==> src/logic/lpw_pkg.sv <==
package lpw_pkg;

	// Register byte offsets on the Avalon-MM slave
	localparam logic [7:0] OFS_MODE  = 8'h00;
	localparam logic [7:0] OFS_SEF   = 8'h04;
	localparam logic [7:0] OFS_SES   = 8'h08;
	localparam logic [7:0] OFS_BOD   = 8'h0C;
	localparam logic [7:0] OFS_STAT  = 8'h10;
	localparam logic [7:0] OFS_CAUSE = 8'h14;

	// Low-power mode request codes
	localparam logic [1:0] MODE_ACTIVE = 2'h0;
	localparam logic [1:0] MODE_SLEEP  = 2'h1;
	localparam logic [1:0] MODE_DSLEEP = 2'h2;
	localparam logic [1:0] MODE_DPD    = 2'h3;

	// start_enable_first bit positions
	localparam int SEF_W         = 13;
	localparam int SEF_BOD       = 0;
	localparam int SEF_WDT       = 1;
	localparam int SEF_RTC_ALARM = 2;
	localparam int SEF_RTC_WAKE  = 3;
	localparam int SEF_MICROTICK_TIMER     = 4;
	localparam int SEF_I2C       = 5;
	localparam int SEF_SPI       = 6;
	localparam int SEF_UART      = 7;
	localparam int SEF_USB0      = 8;
	localparam int SEF_USB1      = 9;
	localparam int SEF_ETH       = 10;
	localparam int SEF_DMA       = 11;
	localparam int SEF_PINS      = 12;
	localparam int PIN_N         = 8;

	// brownout_control bits
	localparam int BOD_W       = 2;
	localparam int BOD_RST_EN  = 0;
	localparam int BOD_IRQ_EN  = 1;

	// Wake cause bits, write one to clear
	localparam int CAUSE_W      = 2;
	localparam int CAUSE_SLEEP  = 0;
	localparam int CAUSE_DSLEEP = 1;

	// Reset values
	localparam logic [SEF_W-1:0] SEF_RST   = 13'h0000;
	localparam logic [PIN_N-1:0] SES_RST   = 8'h00;
	localparam logic [BOD_W-1:0] BOD_RST   = 2'h0;

	// Domain reset sequence length after a power-down wake
	localparam int CLK_NS     = 50;
	localparam int RST_SEQ_NS = 1000;
	localparam int RST_SEQ_CYC = (RST_SEQ_NS + CLK_NS - 1) / CLK_NS;
	localparam int RST_CNT_W  = 6;

	typedef enum logic [4:0] {
		ST_ACTIVE = 5'h01,
		ST_SLEEP  = 5'h02,
		ST_DSLEEP = 5'h04,
		ST_DPD    = 5'h08,
		ST_RSTSEQ = 5'h10
	} lpw_state_type;

	typedef struct packed {
		logic cpuClkEn;
		logic periphClkEn;
		logic flashStandby;
		logic pllOn;
		logic ethClkEn;
		logic serialClkEn;
		logic domainPowerOn;
		logic pinHighZ;
		logic stateHold;
		logic domainReset;
	} lpw_power_type;

	typedef struct packed {
		logic             nvicIrq;
		logic             hardwareWake;
		logic [PIN_N-1:0] pinIrq;
		logic             brownoutIrq;
		logic             brownoutReset;
		logic             watchdogIrq;
		logic             watchdogReset;
		logic             microtickIrq;
		logic             rtcWakeTimeout;
		logic             i2cIrq;
		logic             i2cSlave;
		logic             spiIrq;
		logic             spiSlave;
		logic             uartIrq;
		logic             uartSyncSlave;
		logic             uart32k;
		logic             usb0NeedClk;
		logic             usb1NeedClk;
		logic             ethIrq;
		logic             dmaIrq;
	} lpw_wake_src_type;

endpackage

==> src/logic/lpw_wake_ctrl.sv <==
// The Avalon-MM interface to the registers and the address map were decided locally.
`timescale 1ns/100ps

module lpw_wake_ctrl
	import lpw_pkg::*;
(
	input  wire logic             ref_clk,
	input  wire logic             sys_rst,
	input  wire logic [7:0]       avs_address,
	input  wire logic             avs_read,
	input  wire logic             avs_write,
	input  wire logic [31:0]      avs_writedata,
	input  wire logic [3:0]       avs_byteenable,
	output logic      [31:0]      avs_readdata,
	output logic                  avs_waitrequest,
	input  wire logic             resetPin,
	input  wire logic             rtcSecondAlarmFlag,
	input  wire lpw_wake_src_type wakeSrc,
	output logic                  rtcWakeIrq,
	output lpw_power_type         power
);

	////////////////////////////////////////////////////////////////////////////////
	// State
	lpw_state_type          state;
	lpw_state_type          next_state;
	logic [RST_CNT_W-1:0]   rstCnt;
	logic [RST_CNT_W-1:0]   next_rstCnt;
	logic [SEF_W-1:0]       startEnableFirst;
	logic [SEF_W-1:0]       next_startEnableFirst;
	logic [PIN_N-1:0]       startEnableSecond;
	logic [PIN_N-1:0]       next_startEnableSecond;
	logic [BOD_W-1:0]       brownoutControl;
	logic [BOD_W-1:0]       next_brownoutControl;
	logic [CAUSE_W-1:0]     wakeCause;
	logic [CAUSE_W-1:0]     next_wakeCause;
	logic [31:0]            next_readdata;
	logic                   next_waitrequest;
	logic                   next_rtcWakeIrq;
	lpw_power_type          next_power;
	logic                   writeFire;
	logic                   modeReq;
	logic [1:0]             modeCode;
	logic                   regClear;
	logic                   sleepWake;
	logic                   deepWake;
	logic                   dpdWake;
	logic                   resetEvent;
	logic                   pinWake;
	logic                   serialWake;

	////////////////////////////////////////////////////////////////////////////////
	// Wake qualification

	always_comb begin
		// Any enabled pin may wake; the group enable covers all eight at once
		pinWake = |(wakeSrc.pinIrq & (startEnableSecond
			| {PIN_N{startEnableFirst[SEF_PINS]}}));
		serialWake =
			(wakeSrc.uartIrq & (wakeSrc.uartSyncSlave | wakeSrc.uart32k)
				& startEnableFirst[SEF_UART])
			| (wakeSrc.spiIrq & wakeSrc.spiSlave & startEnableFirst[SEF_SPI])
			| (wakeSrc.i2cIrq & wakeSrc.i2cSlave & startEnableFirst[SEF_I2C]);
		sleepWake = wakeSrc.nvicIrq
			| wakeSrc.hardwareWake
			| rtcWakeIrq;
		deepWake = pinWake | serialWake
			| wakeSrc.hardwareWake
			| (wakeSrc.brownoutIrq & brownoutControl[BOD_IRQ_EN]
				& startEnableFirst[SEF_BOD])
			| (wakeSrc.watchdogIrq & startEnableFirst[SEF_WDT])
			| (rtcWakeIrq & startEnableFirst[SEF_RTC_ALARM])
			| (wakeSrc.rtcWakeTimeout & startEnableFirst[SEF_RTC_WAKE])
			| (wakeSrc.microtickIrq & startEnableFirst[SEF_MICROTICK_TIMER])
			| (wakeSrc.usb0NeedClk & startEnableFirst[SEF_USB0])
			| (wakeSrc.usb1NeedClk & startEnableFirst[SEF_USB1])
			| (wakeSrc.ethIrq & startEnableFirst[SEF_ETH])
			| (wakeSrc.dmaIrq & startEnableFirst[SEF_DMA]);
		// Only the always-on domain can end power-down
		dpdWake = rtcWakeIrq | wakeSrc.rtcWakeTimeout;
		// Brownout reset is dropped unless enabled, in every powered mode
		resetEvent = resetPin
			| (wakeSrc.brownoutReset & brownoutControl[BOD_RST_EN])
			| wakeSrc.watchdogReset;
	end

	////////////////////////////////////////////////////////////////////////////////
	// Mode state machine

	always_comb begin
		next_state = state;
		next_rstCnt = rstCnt;
		case (state)
			ST_ACTIVE: begin
				if (resetEvent) begin
					next_state = ST_RSTSEQ;
				end else if (modeReq && modeCode == MODE_SLEEP) begin
					next_state = ST_SLEEP;
				end else if (modeReq && modeCode == MODE_DSLEEP) begin
					next_state = ST_DSLEEP;
				end else if (modeReq && modeCode == MODE_DPD) begin
					next_state = ST_DPD;
				end
			end
			ST_SLEEP: begin
				if (resetEvent) begin
					next_state = ST_RSTSEQ;
				end else if (sleepWake) begin
					next_state = ST_ACTIVE;
				end
			end
			ST_DSLEEP: begin
				if (resetEvent) begin
					next_state = ST_RSTSEQ;
				end else if (deepWake) begin
					next_state = ST_ACTIVE;
				end
			end
			ST_DPD: begin
				// Brownout and watchdog are unpowered here, so of the reset sources only the pin counts
				if (resetPin || dpdWake) begin
					next_state = ST_RSTSEQ;
				end
			end
			ST_RSTSEQ: begin
				// Held while the reset pin stays asserted
				if (resetPin) begin
					next_rstCnt = '0;
				end else if (rstCnt == RST_CNT_W'(RST_SEQ_CYC - 1)) begin
					next_rstCnt = '0;
					next_state = ST_ACTIVE;
				end else begin
					next_rstCnt = rstCnt + RST_CNT_W'(1);
				end
			end
			default: begin
				next_state = ST_RSTSEQ;
				next_rstCnt = '0;
			end
		endcase
	end

	always_ff @(posedge ref_clk) begin
		if (sys_rst) begin
			state <= ST_ACTIVE;
			rstCnt <= '0;
		end else begin
			state <= next_state;
			rstCnt <= next_rstCnt;
		end
	end

	////////////////////////////////////////////////////////////////////////////////
	// Power and clock controls, registered per mode

	always_comb begin
		next_power = '0;
		next_power.domainPowerOn = 1'b1;
		next_power.periphClkEn = 1'b1;
		next_power.pllOn = 1'b1;
		next_power.ethClkEn = 1'b1;
		next_power.serialClkEn = 1'b1;
		next_power.cpuClkEn = 1'b1;
		case (next_state)
			ST_SLEEP: begin
				next_power.cpuClkEn = 1'b0;
				next_power.stateHold = 1'b1;
			end
			ST_DSLEEP: begin
				next_power.cpuClkEn = 1'b0;
				next_power.stateHold = 1'b1;
				next_power.flashStandby = 1'b1;
				next_power.pllOn = 1'b0;
				next_power.ethClkEn = 1'b0;
				next_power.periphClkEn = 1'b0;
				// Serial units lose their clock but keep their slave wake path
				next_power.serialClkEn = 1'b0;
			end
			ST_DPD: begin
				next_power = '0;
				next_power.domainPowerOn = 1'b0;
				next_power.pinHighZ = 1'b1;
			end
			ST_RSTSEQ: begin
				next_power.cpuClkEn = 1'b0;
				next_power.domainReset = 1'b1;
			end
			default: begin
				next_power.cpuClkEn = 1'b1;
			end
		endcase
		next_rtcWakeIrq = rtcSecondAlarmFlag;
	end

	always_ff @(posedge ref_clk) begin
		if (sys_rst) begin
			power <= '0;
			rtcWakeIrq <= 1'b0;
		end else begin
			power <= next_power;
			rtcWakeIrq <= next_rtcWakeIrq;
		end
	end

	////////////////////////////////////////////////////////////////////////////////
	// Avalon-MM slave: one wait cycle, then a single answer cycle

	always_comb begin
		writeFire = avs_write & ~avs_waitrequest;
		modeReq = writeFire && avs_address == OFS_MODE && avs_byteenable[0];
		modeCode = avs_writedata[1:0];
		next_waitrequest = ~((avs_read | avs_write) & avs_waitrequest);
		next_readdata = avs_readdata;
		if (avs_read && avs_waitrequest) begin
			next_readdata = '0;
			case (avs_address)
				OFS_SEF:   next_readdata = 32'(startEnableFirst);
				OFS_SES:   next_readdata = 32'(startEnableSecond);
				OFS_BOD:   next_readdata = 32'(brownoutControl);
				OFS_STAT:  next_readdata = 32'(state);
				OFS_CAUSE: next_readdata = 32'(wakeCause);
				default:   next_readdata = '0;
			endcase
		end
	end

	always_ff @(posedge ref_clk) begin
		if (sys_rst) begin
			avs_waitrequest <= 1'b1;
			avs_readdata <= '0;
		end else begin
			avs_waitrequest <= next_waitrequest;
			avs_readdata <= next_readdata;
		end
	end

	////////////////////////////////////////////////////////////////////////////////
	// Software registers, cleared again by every domain reset sequence

	always_comb begin
		regClear = state == ST_RSTSEQ;
		next_startEnableFirst = startEnableFirst;
		next_startEnableSecond = startEnableSecond;
		next_brownoutControl = brownoutControl;
		next_wakeCause = wakeCause;
		if (writeFire) begin
			case (avs_address)
				OFS_SEF: begin
					if (avs_byteenable[0]) next_startEnableFirst[7:0] = avs_writedata[7:0];
					if (avs_byteenable[1]) begin
						next_startEnableFirst[SEF_W-1:8] = avs_writedata[SEF_W-1:8];
					end
				end
				OFS_SES: begin
					if (avs_byteenable[0]) next_startEnableSecond = avs_writedata[PIN_N-1:0];
				end
				OFS_BOD: begin
					if (avs_byteenable[0]) next_brownoutControl = avs_writedata[BOD_W-1:0];
				end
				OFS_CAUSE: begin
					if (avs_byteenable[0]) begin
						next_wakeCause = wakeCause & ~avs_writedata[CAUSE_W-1:0];
					end
				end
				default: begin
					next_wakeCause = wakeCause;
				end
			endcase
		end
		// Setting after the clear so a wake in the clearing cycle survives
		if (state == ST_SLEEP && next_state == ST_ACTIVE) begin
			next_wakeCause[CAUSE_SLEEP] = 1'b1;
		end
		if (state == ST_DSLEEP && next_state == ST_ACTIVE) begin
			next_wakeCause[CAUSE_DSLEEP] = 1'b1;
		end
		if (regClear) begin
			next_startEnableFirst = SEF_RST;
			next_startEnableSecond = SES_RST;
			next_brownoutControl = BOD_RST;
			next_wakeCause = '0;
		end
	end

	always_ff @(posedge ref_clk) begin
		if (sys_rst) begin
			startEnableFirst <= SEF_RST;
			startEnableSecond <= SES_RST;
			brownoutControl <= BOD_RST;
			wakeCause <= '0;
		end else begin
			startEnableFirst <= next_startEnableFirst;
			startEnableSecond <= next_startEnableSecond;
			brownoutControl <= next_brownoutControl;
			wakeCause <= next_wakeCause;
		end
	end

endmodule // lpw_wake_ctrl

==> config.mk <==
export PLATFORM = sky130hd
export DESIGN_NAME = lpw_wake_ctrl
export DESIGN_NICKNAME = d
export VERILOG_FILES = /design/src/logic/lpw_pkg.sv /design/src/logic/lpw_wake_ctrl.sv
export SDC_FILE = /design/constraint.sdc
export NUM_CORES = 1
export LEC_CHECK = 0
export ABC_AREA = 1
export ABC_CLOCK_PERIOD_IN_PS = 1400
export CAP_MARGIN = 20
export CORE_MARGIN = 5
export CORE_UTILIZATION = 32
export DETAILED_ROUTE_END_ITERATION = 6
export DONT_BUFFER_PORTS = 1
export HOLD_SLACK_MARGIN = 0.06
export PLACE_DENSITY = 0.56
export REMOVE_ABC_BUFFERS = 1
export SKIP_CTS_REPAIR_TIMING = 1
export SLEW_MARGIN = 10
export SYNTH_ARGS = -nofsm -noshare
export SYNTH_HDL_FRONTEND = slang
export SYNTH_SLANG_ARGS = --single-unit
export TNS_END_PERCENT = 100
==> constraint.sdc <==
create_clock -name ref_clk -period 1.4 [get_ports ref_clk]
set_clock_uncertainty 0.1 [all_clocks]
set_input_delay 0.28 -clock ref_clk [delete_from_list [all_inputs] [get_ports ref_clk]]
set_output_delay 0.28 -clock ref_clk [all_outputs]
set_load 0.03 [all_outputs]
After elaboration in Yosys (flattened, before gate mapping)
Index checks and enable logic that the tools add are counted.
{ "classes": {"addsub": 1, "n_eq_ne": 19, "mux": 26, "bitwise": 45, "reduce_logical": 27} }
{ "ops": {"columns": ["operator", "n"], "rows": [
  ["13-bit case mux with 5 select lines", 1],
  ["5-bit two-way mux", 11],
  ["5-bit case mux with 5 select lines", 1],
  ["1-bit bitwise OR", 20],
  ["1-bit bitwise AND", 19],
  ["3-bit AND reduction", 6],
  ["8-bit by 4-bit == test with 1-bit output, second input constant", 2],
  ["8-bit by 5-bit == test with 1-bit output, second input constant", 2],
  ["6-bit two-way mux", 2],
  ["6-bit case mux with 2 select lines", 1],
  ["2-bit nonzero test", 6],
  ["5-bit by 1-bit == test with 1-bit output, second input constant", 2],
  ["5-bit by 2-bit == test with 1-bit output, second input constant", 2],
  ["5-bit by 3-bit == test with 1-bit output, second input constant", 2],
  ["5-bit by 4-bit == test with 1-bit output, second input constant", 2],
  ["5-bit == test, second input constant", 2],
  ["5-bit case mux with 2 select lines", 1],
  ["8-bit bitwise AND", 1],
  ["8-bit by 3-bit == test with 1-bit output, second input constant", 1],
  ["1-bit logical AND", 8],
  ["8-bit zero test", 1],
  ["2-bit two-way mux", 4],
  ["8-bit bitwise OR", 1],
  ["4-bit OR reduction", 2],
  ["11 further kinds", 18]
]} }
{ "totals": {"reg_bits": 80, "inputBits": 77, "wordCells": 139} }

Depth between registers and ports, before layout
Gate-level depths: netlist (run 1).
{ "depth": {"ltp_word": 23, "depth_mapped": 11, "depth_no_buf": 11} }

Worst setup path before layout (run 1)
No wires, ideal clock.
{ "synth_path": {"path_type": "register to register", "start": "register avs_waitrequest", "end": "register startEnableFirst[1]", "arrival_time_ns": 1.341, "required_time_ns": 1.179, "setup_slack_ns": -0.163, "path_stages_with_launch": 9, "n_path_buf": 1, "synth_period_minus_slack_ns": 1.563, "path_cell_list": "dfxtp_1 inv_1 nand3_4 nor2_4 nand2_1 inv_1 buf_6 o21ai_0 a21oi_1"} }
{ "synth_between": {"elab_chain_cells": 3} }
{ "synth_rtl": {"columns": ["element", "line_no", "text"], "rows": [
  ["start: declaration", "lpw_wake_ctrl.sv:15", "output logic avs_waitrequest,"],
  ["start signal: assignment", "lpw_wake_ctrl.sv:232", "avs_waitrequest <= next_waitrequest;"],
  ["1-bit inverter", "lpw_wake_ctrl.sv:209", "writeFire = avs_write & ~avs_waitrequest;"],
  ["1-bit bitwise AND", "lpw_wake_ctrl.sv:209", null],
  ["3-bit AND reduction (no source line)", null, null],
  ["end signal: assignment", "lpw_wake_ctrl.sv:292", "startEnableFirst <= next_startEnableFirst;"],
  ["end: declaration", "lpw_wake_ctrl.sv:29", "logic [SEF_W-1:0] startEnableFirst;"]
]} }
Every way passes these cells.
A chain may end at the register's enable or synchronous reset.

Worst setup path in the final report (run 1)
{ "layout_path": {"start": "register startEnableFirst[12]", "end": "register power[1] in the netlist's numbering"} }
{ "layout_between": {"elab_chain_cells": 20, "word_cells_on_any_way": 21, "cone_classes": "eq/ne (2); mux (4); bitwise (13); reduce/logical (2)"} }
{ "layout_rtl": {"columns": ["element", "line_no", "text"], "rows": [
  ["8-bit bitwise OR *", "lpw_wake_ctrl.sv:58", "| {PIN_N{startEnableFirst[SEF_PINS]}}));"],
  ["8-bit bitwise AND *", "lpw_wake_ctrl.sv:57", "pinWake = |(wakeSrc.pinIrq & (startEnableSecond"],
  ["8-bit OR reduction *", "lpw_wake_ctrl.sv:57", null],
  ["1-bit bitwise OR *", "lpw_wake_ctrl.sv:67", "deepWake = pinWake | serialWake"],
  ["1-bit bitwise OR *", "lpw_wake_ctrl.sv:68", "| wakeSrc.hardwareWake"],
  ["1-bit bitwise OR *", "lpw_wake_ctrl.sv:69", "| (wakeSrc.brownoutIrq & brownoutControl[BOD_IRQ_EN]"],
  ["1-bit bitwise OR *", "lpw_wake_ctrl.sv:71", "| (wakeSrc.watchdogIrq & startEnableFirst[SEF_WDT])"],
  ["1-bit bitwise OR *", "lpw_wake_ctrl.sv:72", "| (rtcWakeIrq & startEnableFirst[SEF_RTC_ALARM])"],
  ["[... 4 more ...]", null, null],
  ["1-bit bitwise OR *", "lpw_wake_ctrl.sv:77", "| (wakeSrc.ethIrq & startEnableFirst[SEF_ETH])"],
  ["1-bit bitwise OR *", "lpw_wake_ctrl.sv:78", "| (wakeSrc.dmaIrq & startEnableFirst[SEF_DMA]);"],
  ["5-bit two-way mux *", "lpw_wake_ctrl.sv:115", "end else if (deepWake) begin"],
  ["5-bit two-way mux *", "lpw_wake_ctrl.sv:113", "if (resetEvent) begin"],
  ["5-bit case mux with 5 select lines *", "lpw_wake_ctrl.sv:93", "case (state)"],
  ["5-bit by 3-bit == test with 1-bit output / 5-bit by 2-bit == test with 1-bit output (equally long branches)", "lpw_wake_ctrl.sv:164", "case (next_state)"],
  ["2-bit OR reduction (no source line) *", null, null],
  ["1-bit two-way mux *", "lpw_wake_ctrl.sv:164", null],
  ["end signal: assignment", "lpw_wake_ctrl.sv:200", "power <= next_power;"],
  ["end: declaration", "lpw_wake_ctrl.sv:20", "output lpw_power_type power"]
]} }
Mark *: on every way between the ends. The rest lies on a longest branch, timed or not.

==> metrics.yaml, run 1 <==
job:
  max_cap_violations: 0
worst_setup_path:
  worst-path-buf-inv: 2
  crit_path_end: "power[1]"
  crit_family: "simple AND/OR/NAND/NOR gates"
  cp_data_arrival_time_ps: 1630
  worst-path-max-fanout: 6
  worst-path-stages: 8
  reg2reg_depth: 8
  reg2reg_to: "power[1]"
  worstPathRequired_ps: 1580
  start_kind: "flip-flop"
  regToRegSetupSlack_ps: -50
  rr_startpoint: "startEnableFirst[12]"
  worst_setup_path_end_kind: "flip-flop"
  critPathLaunch: "startEnableFirst[12]"
  critPathMaxStageDelay_ps: 370
  crit_slowest_cell: "dfxtp_4"
  crit_type: "reg2reg"
  crit_chain: "buf_6 > o21ai_2 > nand3_2 > nor2_4 > nand4_1 > nand3_1 > nand2_1 > inv_1"
synth:
  synth_compound_area_frac: 0.155
  yosys.area_share.adder: 0.00420
  synthMuxAreaShare: 0
  ys_ff_latch: 58
  syn_avg_cell_area_um2: 6.98
  ys_seq_area_frac: 0.390
  synth_top_family_by_area: "simple AND/OR/NAND/NOR gates"
  yosys_warnings: 0
  ys_types: 34
  syn_area_um2: 2980
  synth-xor-area-share: 0.00588
  synthSimpleGateAreaFrac: 0.310
  synth_cells: 427
drt:
  route.met3.wl_um: 750
  ant_nets: 0
  drtIter0Drc: 144
  wl_met2_um: 3980
  wire_per_inst_um: 14.1
  drc: 0
  route.layer.met1.wl_um: 3930
  dr_total_vias: 2993
  wl_um: 8760
  firstDrtPassIters: 4
  top_layer: "met4"
  via_per_inst: 4.80
placed_design:
  place_area_um2: 3490
  io_buffers: 0
  dp_hpwl_um: 6720
  gp_congestion: 0.793
cts:
  tritoncts: "done"
  insertion_delay_ps: 330
  cts_made_buffers: 9
  root_buffer: "clkbuf_8"
  htreeDepth: 3
  clockBufferDepth: 2
  path_clk_slew_ps: 70
  clkSinkCount: 58
grt:
  grt_pass1_vias: 2872
  gr-total-overflow: 0
  grt_max_degree: 23
  grtUsageTotal: 0.154
  antenna_found_initial: 0
  grt_pass1_wl_um: 13900
power:
  p_switching_uw: 980
  p_int_uw: 2790
  clkPwrFrac: 0.426
  seq_power_share: 0.459
  power_density_nw_per_um2: 926
  p_leak_uw: 0.00186
  p_comb_frac: 0.114
  peakVddDrop_mv: 0.454
  swShare: 0.260
cells_and_area:
  final_nets: 586
  post-route-util: 0.445
  num_antenna_cells: 0
  fillers: 934
  drive_above_1_share: 0.307
  area.growth.synth_to_final_pct: 36.6
  post-route-cell-area_um2: 4070
worst_hold_path:
  hp-class: "in2reg"
timing:
  min_period_ps: 1450
  tns_ps: -320
  rsz0062_at_grt: "true"
  whs_ps: -92.7
  finalCritPeriodShare: 1.04
  fmax_mhz: 688
  setup_viol: 13
  postLayoutSetupSlackWorst_ps: -53.9
  final_hold_viol_count: 20
  drv_slew: 0
floorplan:
  start_util: 0.326
  coreArea_um2: 9150
  ioPinCount: 121
  dieHeight_um: 107
  fp-row-count: 35
  die_width_um: 107
  dieArea_um2: 11300
outcome:
  status: "finished with violations"
  violations: "negative hold slack, negative setup slack"
[cells by family after synthesis]
kind of cell | count (synthesis)
AND/OR/NAND/NOR | 202
AO/OA/AOI/OAI | 84
buffers and inverters | 79
flip-flops | 58
XOR/XNOR | 2
adder cells (fa/ha/maj) | 1
other | 1
[per-stage QoR]
stage	instances	power [uW]	worst slack (ps)	hold WS, ps
2_1_floorplan	412	2000	-135	249
3_3_place_gp	589	2150	-110	253
3_5_place_dp	589	2150	-123	255
4_1_cts	604	3790	-140	-112
5_1_grt	623	3950	-167	-127
6_report	623	3770	-53.9	-92.7
[metal layers]
layer / up-vias / global-route usage
met5: - / 0
met4: 0 / 0.0402
met3: 6 / 0.0528
met2: 110 / 0.239
met1: 1354 / 0.204
li1: 1523 / -
[worst reg2reg max path: stages, from the launching register on]
cell and delay [ps]:
dfxtp_4 370, buf_6 130, o21ai_2 120, nand3_2 110
nor2_4 110, nand4_1 210, nand3_1 150, nand2_1 60
inv_1 40
[cell type report]
type	instances	area, um2	share of cell area
clock inverters	2	35.0	0.00860
well taps	111	139	0.0341
flip-flops and latches	58	1170	0.289
repair buffers	85	728	0.179
multi-input cells	308	1650	0.405
clock buffers	13	169	0.0415
inverters	46	175	0.0430
[layout by cell type (no fill, tap or decap), drive strengths merged]
cell type and count:
ha 1, dlygate4sd3 11, nand3b 1, buf 73, nand2 81, conb 19, and3 1, nand4 11
inv 46, o211ai 4, a31oi 2, or2 1, dfxtp 58, nor2 66, nor3 11, clkbuf 14
clkinv 1, a211oi 7, a21oi 35, bufinv 1, o21ai 35, nor4 1, xor2 2, nand3 29
a21o 1
[how the worst min path moves through the flow]
stage	slack (ps)	cells after the start	endpoint	from
floorplan	250	1	avs_readdata[2]	sys_rst
global placement	250	1	state[2]	sys_rst
detailed placement	260	1	avs_readdata[3]	sys_rst
CTS	-110	1	avs_readdata[3]	sys_rst
global route	-130	1	state[3]	sys_rst
finish	-90	1	rstCnt[4]	sys_rst
[synth_stat cells, drive strengths merged]
library cell | number | area share
a21oi | 35 | 0.059
inv | 46 | 0.058
o211ai | 4 | 0.010
nor2 | 66 | 0.097
or2 | 1 | 0.0021
buf | 27 | 0.068
and3 | 1 | 0.0021
a211oi | 7 | 0.021
nor4 | 1 | 0.0021
nor3 | 11 | 0.022
a21o | 1 | 0.0025
o21ai | 35 | 0.059
nand3 | 29 | 0.053
nand4 | 11 | 0.023
nand2 | 81 | 0.11
ha | 1 | 0.0042
dfxtp | 58 | 0.39
clkbuf | 6 | 0.0076
conb | 1 | 0.0013
xor2 | 2 | 0.0059
a31oi | 2 | 0.0042
nand3b | 1 | 0.0025
[power by group through the flow]
stage                     sequential [uW]  clock (uW)  combinational [uW]
final                                1730        1610                 431
after global placement               1770           0                 381
after detailed placement             1770           0                 384
after global routing                 1730        1740                 473
after floorplan                      1790           0                 211
after CTS                            1730        1670                 385
[registers in the layout, summed over array words and instances (netlist names)]
register	cells
avs_waitrequest	1
state	5
wakeCause	2
rstCnt	6
startEnableFirst	13
startEnableSecond	8
avs_readdata	13
rtcWakeIrq	1
power	7
brownoutControl	2
(Power assumes the default switching activity.)
==> run 2: changes to the inputs <==
Settings changed: ABC_AREA 1 to unset, GPL_ROUTABILITY_DRIVEN set to 0.
==> run 2 against run 1 <==
Effect of this change: the flow finishes with violations (negative setup slack); global-route usage is 1.6 points higher; die area stayed put; cell count is 9.6% lower; synthesized cell count is 17% lower; critical path depth is 1 lower.
==> metrics.yaml, run 2 <==
outcome:
  status: "finished with violations"
  violations: "negative setup slack"
worst_setup_path:
  crit_chain: "buf_4 > nor2_4 > nand2_2 > buf_4 > nor2_4 > a311oi_4 > and2_1"
  start_kind: "flip-flop"
  worst-path-buf-inv: 2
  worst_setup_path_end_kind: "flip-flop"
  critPathMaxStageDelay_ps: 370
  cp_data_arrival_time_ps: 1790
  worst-path-max-fanout: 5
  worstPathRequired_ps: 1530
  crit_type: "reg2reg"
  regToRegSetupSlack_ps: -260
  crit_slowest_cell: "dfxtp_2"
  crit_family: "simple AND/OR/NAND/NOR gates"
timing:
  postLayoutSetupSlackWorst_ps: -256
  fmax_mhz: 604
  min_period_ps: 1660
  finalCritPeriodShare: 1.18
  drv_slew: 0
  slew_headroom: 0.631
  setup_viol: 44
  rsz0062_at_grt: "true"
  tns_ps: -4180
  final_hold_viol_count: 0
  worst_pin_slew_ps: 548
cts:
  htreeDepth: 3
  clkSinkCount: 58
  insertion_delay_ps: 340
  cts_made_buffers: 9
  clockBufferDepth: 2
  tritoncts: "done"
  root_buffer: "clkbuf_8"
  path_clk_slew_ps: 60
grt:
  grt_use_met3: 0.0559
  grt_pass1_wl_um: 15000
  grtUsageTotal: 0.170
  grt_pass1_vias: 2787
  grt_max_degree: 26
  grt_util_met1: 0.218
  gr-total-overflow: 0
  antenna_found_initial: 0
  grt_use_met2: 0.266
  busiest_layer: "met2"
placed_design:
  io_buffers: 0
  place_inst: 515
  dp_hpwl_um: 7560
cells_and_area:
  num_antenna_cells: 0
  area.growth.synth_to_final_pct: 50.2
  final_common_cell: "buf_4"
  final_nets: 525
  stdcell_count: 563
  layout_common_cells: "72 x buf_4, 48 x dfxtp_1, 32 x nor2_1"
  reg_top3: "avs_readdata: 13 flops, startEnableFirst: 13 flops, startEnableSecond: 8 flops"
  drive_above_1_share: 0.429
floorplan:
  dieHeight_um: 107
  ioPinCount: 121
  dieArea_um2: 11300
  coreArea_um2: 9150
  fp-row-count: 35
  start_util: 0.326
  die_width_um: 107
drt:
  via_per_inst: 5.36
  drtIter0Drc: 194
  firstDrtPassIters: 5
  wire_per_inst_um: 19.0
  dr_total_vias: 3019
  wl_um: 10700
  ant_nets: 0
  drc: 0
synth:
  synth_area_leaders: "dfxtp_1 39%, buf_4 5.8%, a21oi_1 5.4%, nor2_1 4.9%, nand3_1 4.7%"
  yosys_warnings: 0
  syn_area_um2: 2980
  ys_types: 53
  ys_seq_area_frac: 0.390
  synth_top_area_share: 0.390
  synth-main-ff-cell: "dfxtp_1"
  async_flop_share: 0
  syn_avg_cell_area_um2: 8.37
  synth_cells: 356
  yosysMostFrequentCell: "dfxtp_1"
  synthTopCellsByCount: "58 x dfxtp_1, 39 x nor2_1, 32 x a21oi_1, 32 x nand2_1, 28 x nand3_1"
  synth_edf_count: 0
  synth_largest_area_cell: "dfxtp_1"
  ys_ff_latch: 58
job:
  max_cap_violations: 0
power:
  p_leak_uw: 0.00167
  peakVddDrop_mv: 0.391
  total_power_uw: 3620
  power_density_nw_per_um2: 809
worst_hold_path:
  hp-class: "in2reg"
## run 2: changes by cell type after synthesis, sizes merged, moves of 8 or more
cell,before,now
o21ai,35,11
nor2,66,39
a22oi,0,17
nand2,81,32
nor3,11,3
inv,46,8
## run 2: cells by family (layout without fill, tap and decap cells)
kind of cell / Yosys count / after routing / synth area share
DFF: 58 / 58 / 0.390
and+or+nand+nor: 145 / 145 / 0.256
buffers and inverters: 49 / 127 / 0.105
adders and majority gates: 1 / 1 / 0.00420
other: 1 / 19 / 0.00126
AOI/OAI and AO/OA: 88 / 88 / 0.199
muxes: 9 / 9 / 0.0311
xor gates and xnor gates: 5 / 5 / 0.0147
## run 2: worst paths after layout
| path | from | end | cells past startpoint |
|---|---|---|---|
| max | state[3] | power[8] | 7 |
| min | resetPin | state[4] | 2 |
| max reg2reg | state[3] | power[8] | 7 |
| min reg2reg | startEnableFirst[6] | startEnableFirst[6] | 2 |
## run 2: report_power, final
group	internal [uW]	switching [uW]	total, uW
combinational	224	304	528
clock	680	699	1380
sequential	1670	43.8	1720
total	2580	1050	3620
## run 2: worst reg2reg max path, delay by kind of cell (launching register included)
kind	cells	cell delay (ps)
AO/OA/AOI/OAI	1	140
buffers and inverters	2	340
flip-flops	1	370
AND/OR/NAND/NOR	4	600
## run 2: through the flow
stage	hold slack, ps	utilization	cell area, um2	setup slack (ps)
final	79.1	0.489	4480	-256
after global routing	83.2	0.489	4480	-352
after CTS	-115	0.398	3650	-324
after detailed placement	258	0.380	3480	-442
after global placement	257	0.380	3480	-336
after floorplan	249	-	2770	-689
## run 2: layer usage
metal | wire [um] | vias up
met3 | 896 | 19
met4 | 295 | 0
met5 | 0 | -
li1 | - | 1441
met1 | 4490 | 1442
met2 | 5020 | 117
## run 2: cell type report
cell class                 count  area [um2]
tap                          111         139
multi-input combinational    267        2010
clock buffer                  11         141
fill                         842        4680
inverter                       8        30.0
sequential                    58        1180
clock inverter                 5        30.0
timing repair buffer         103         948
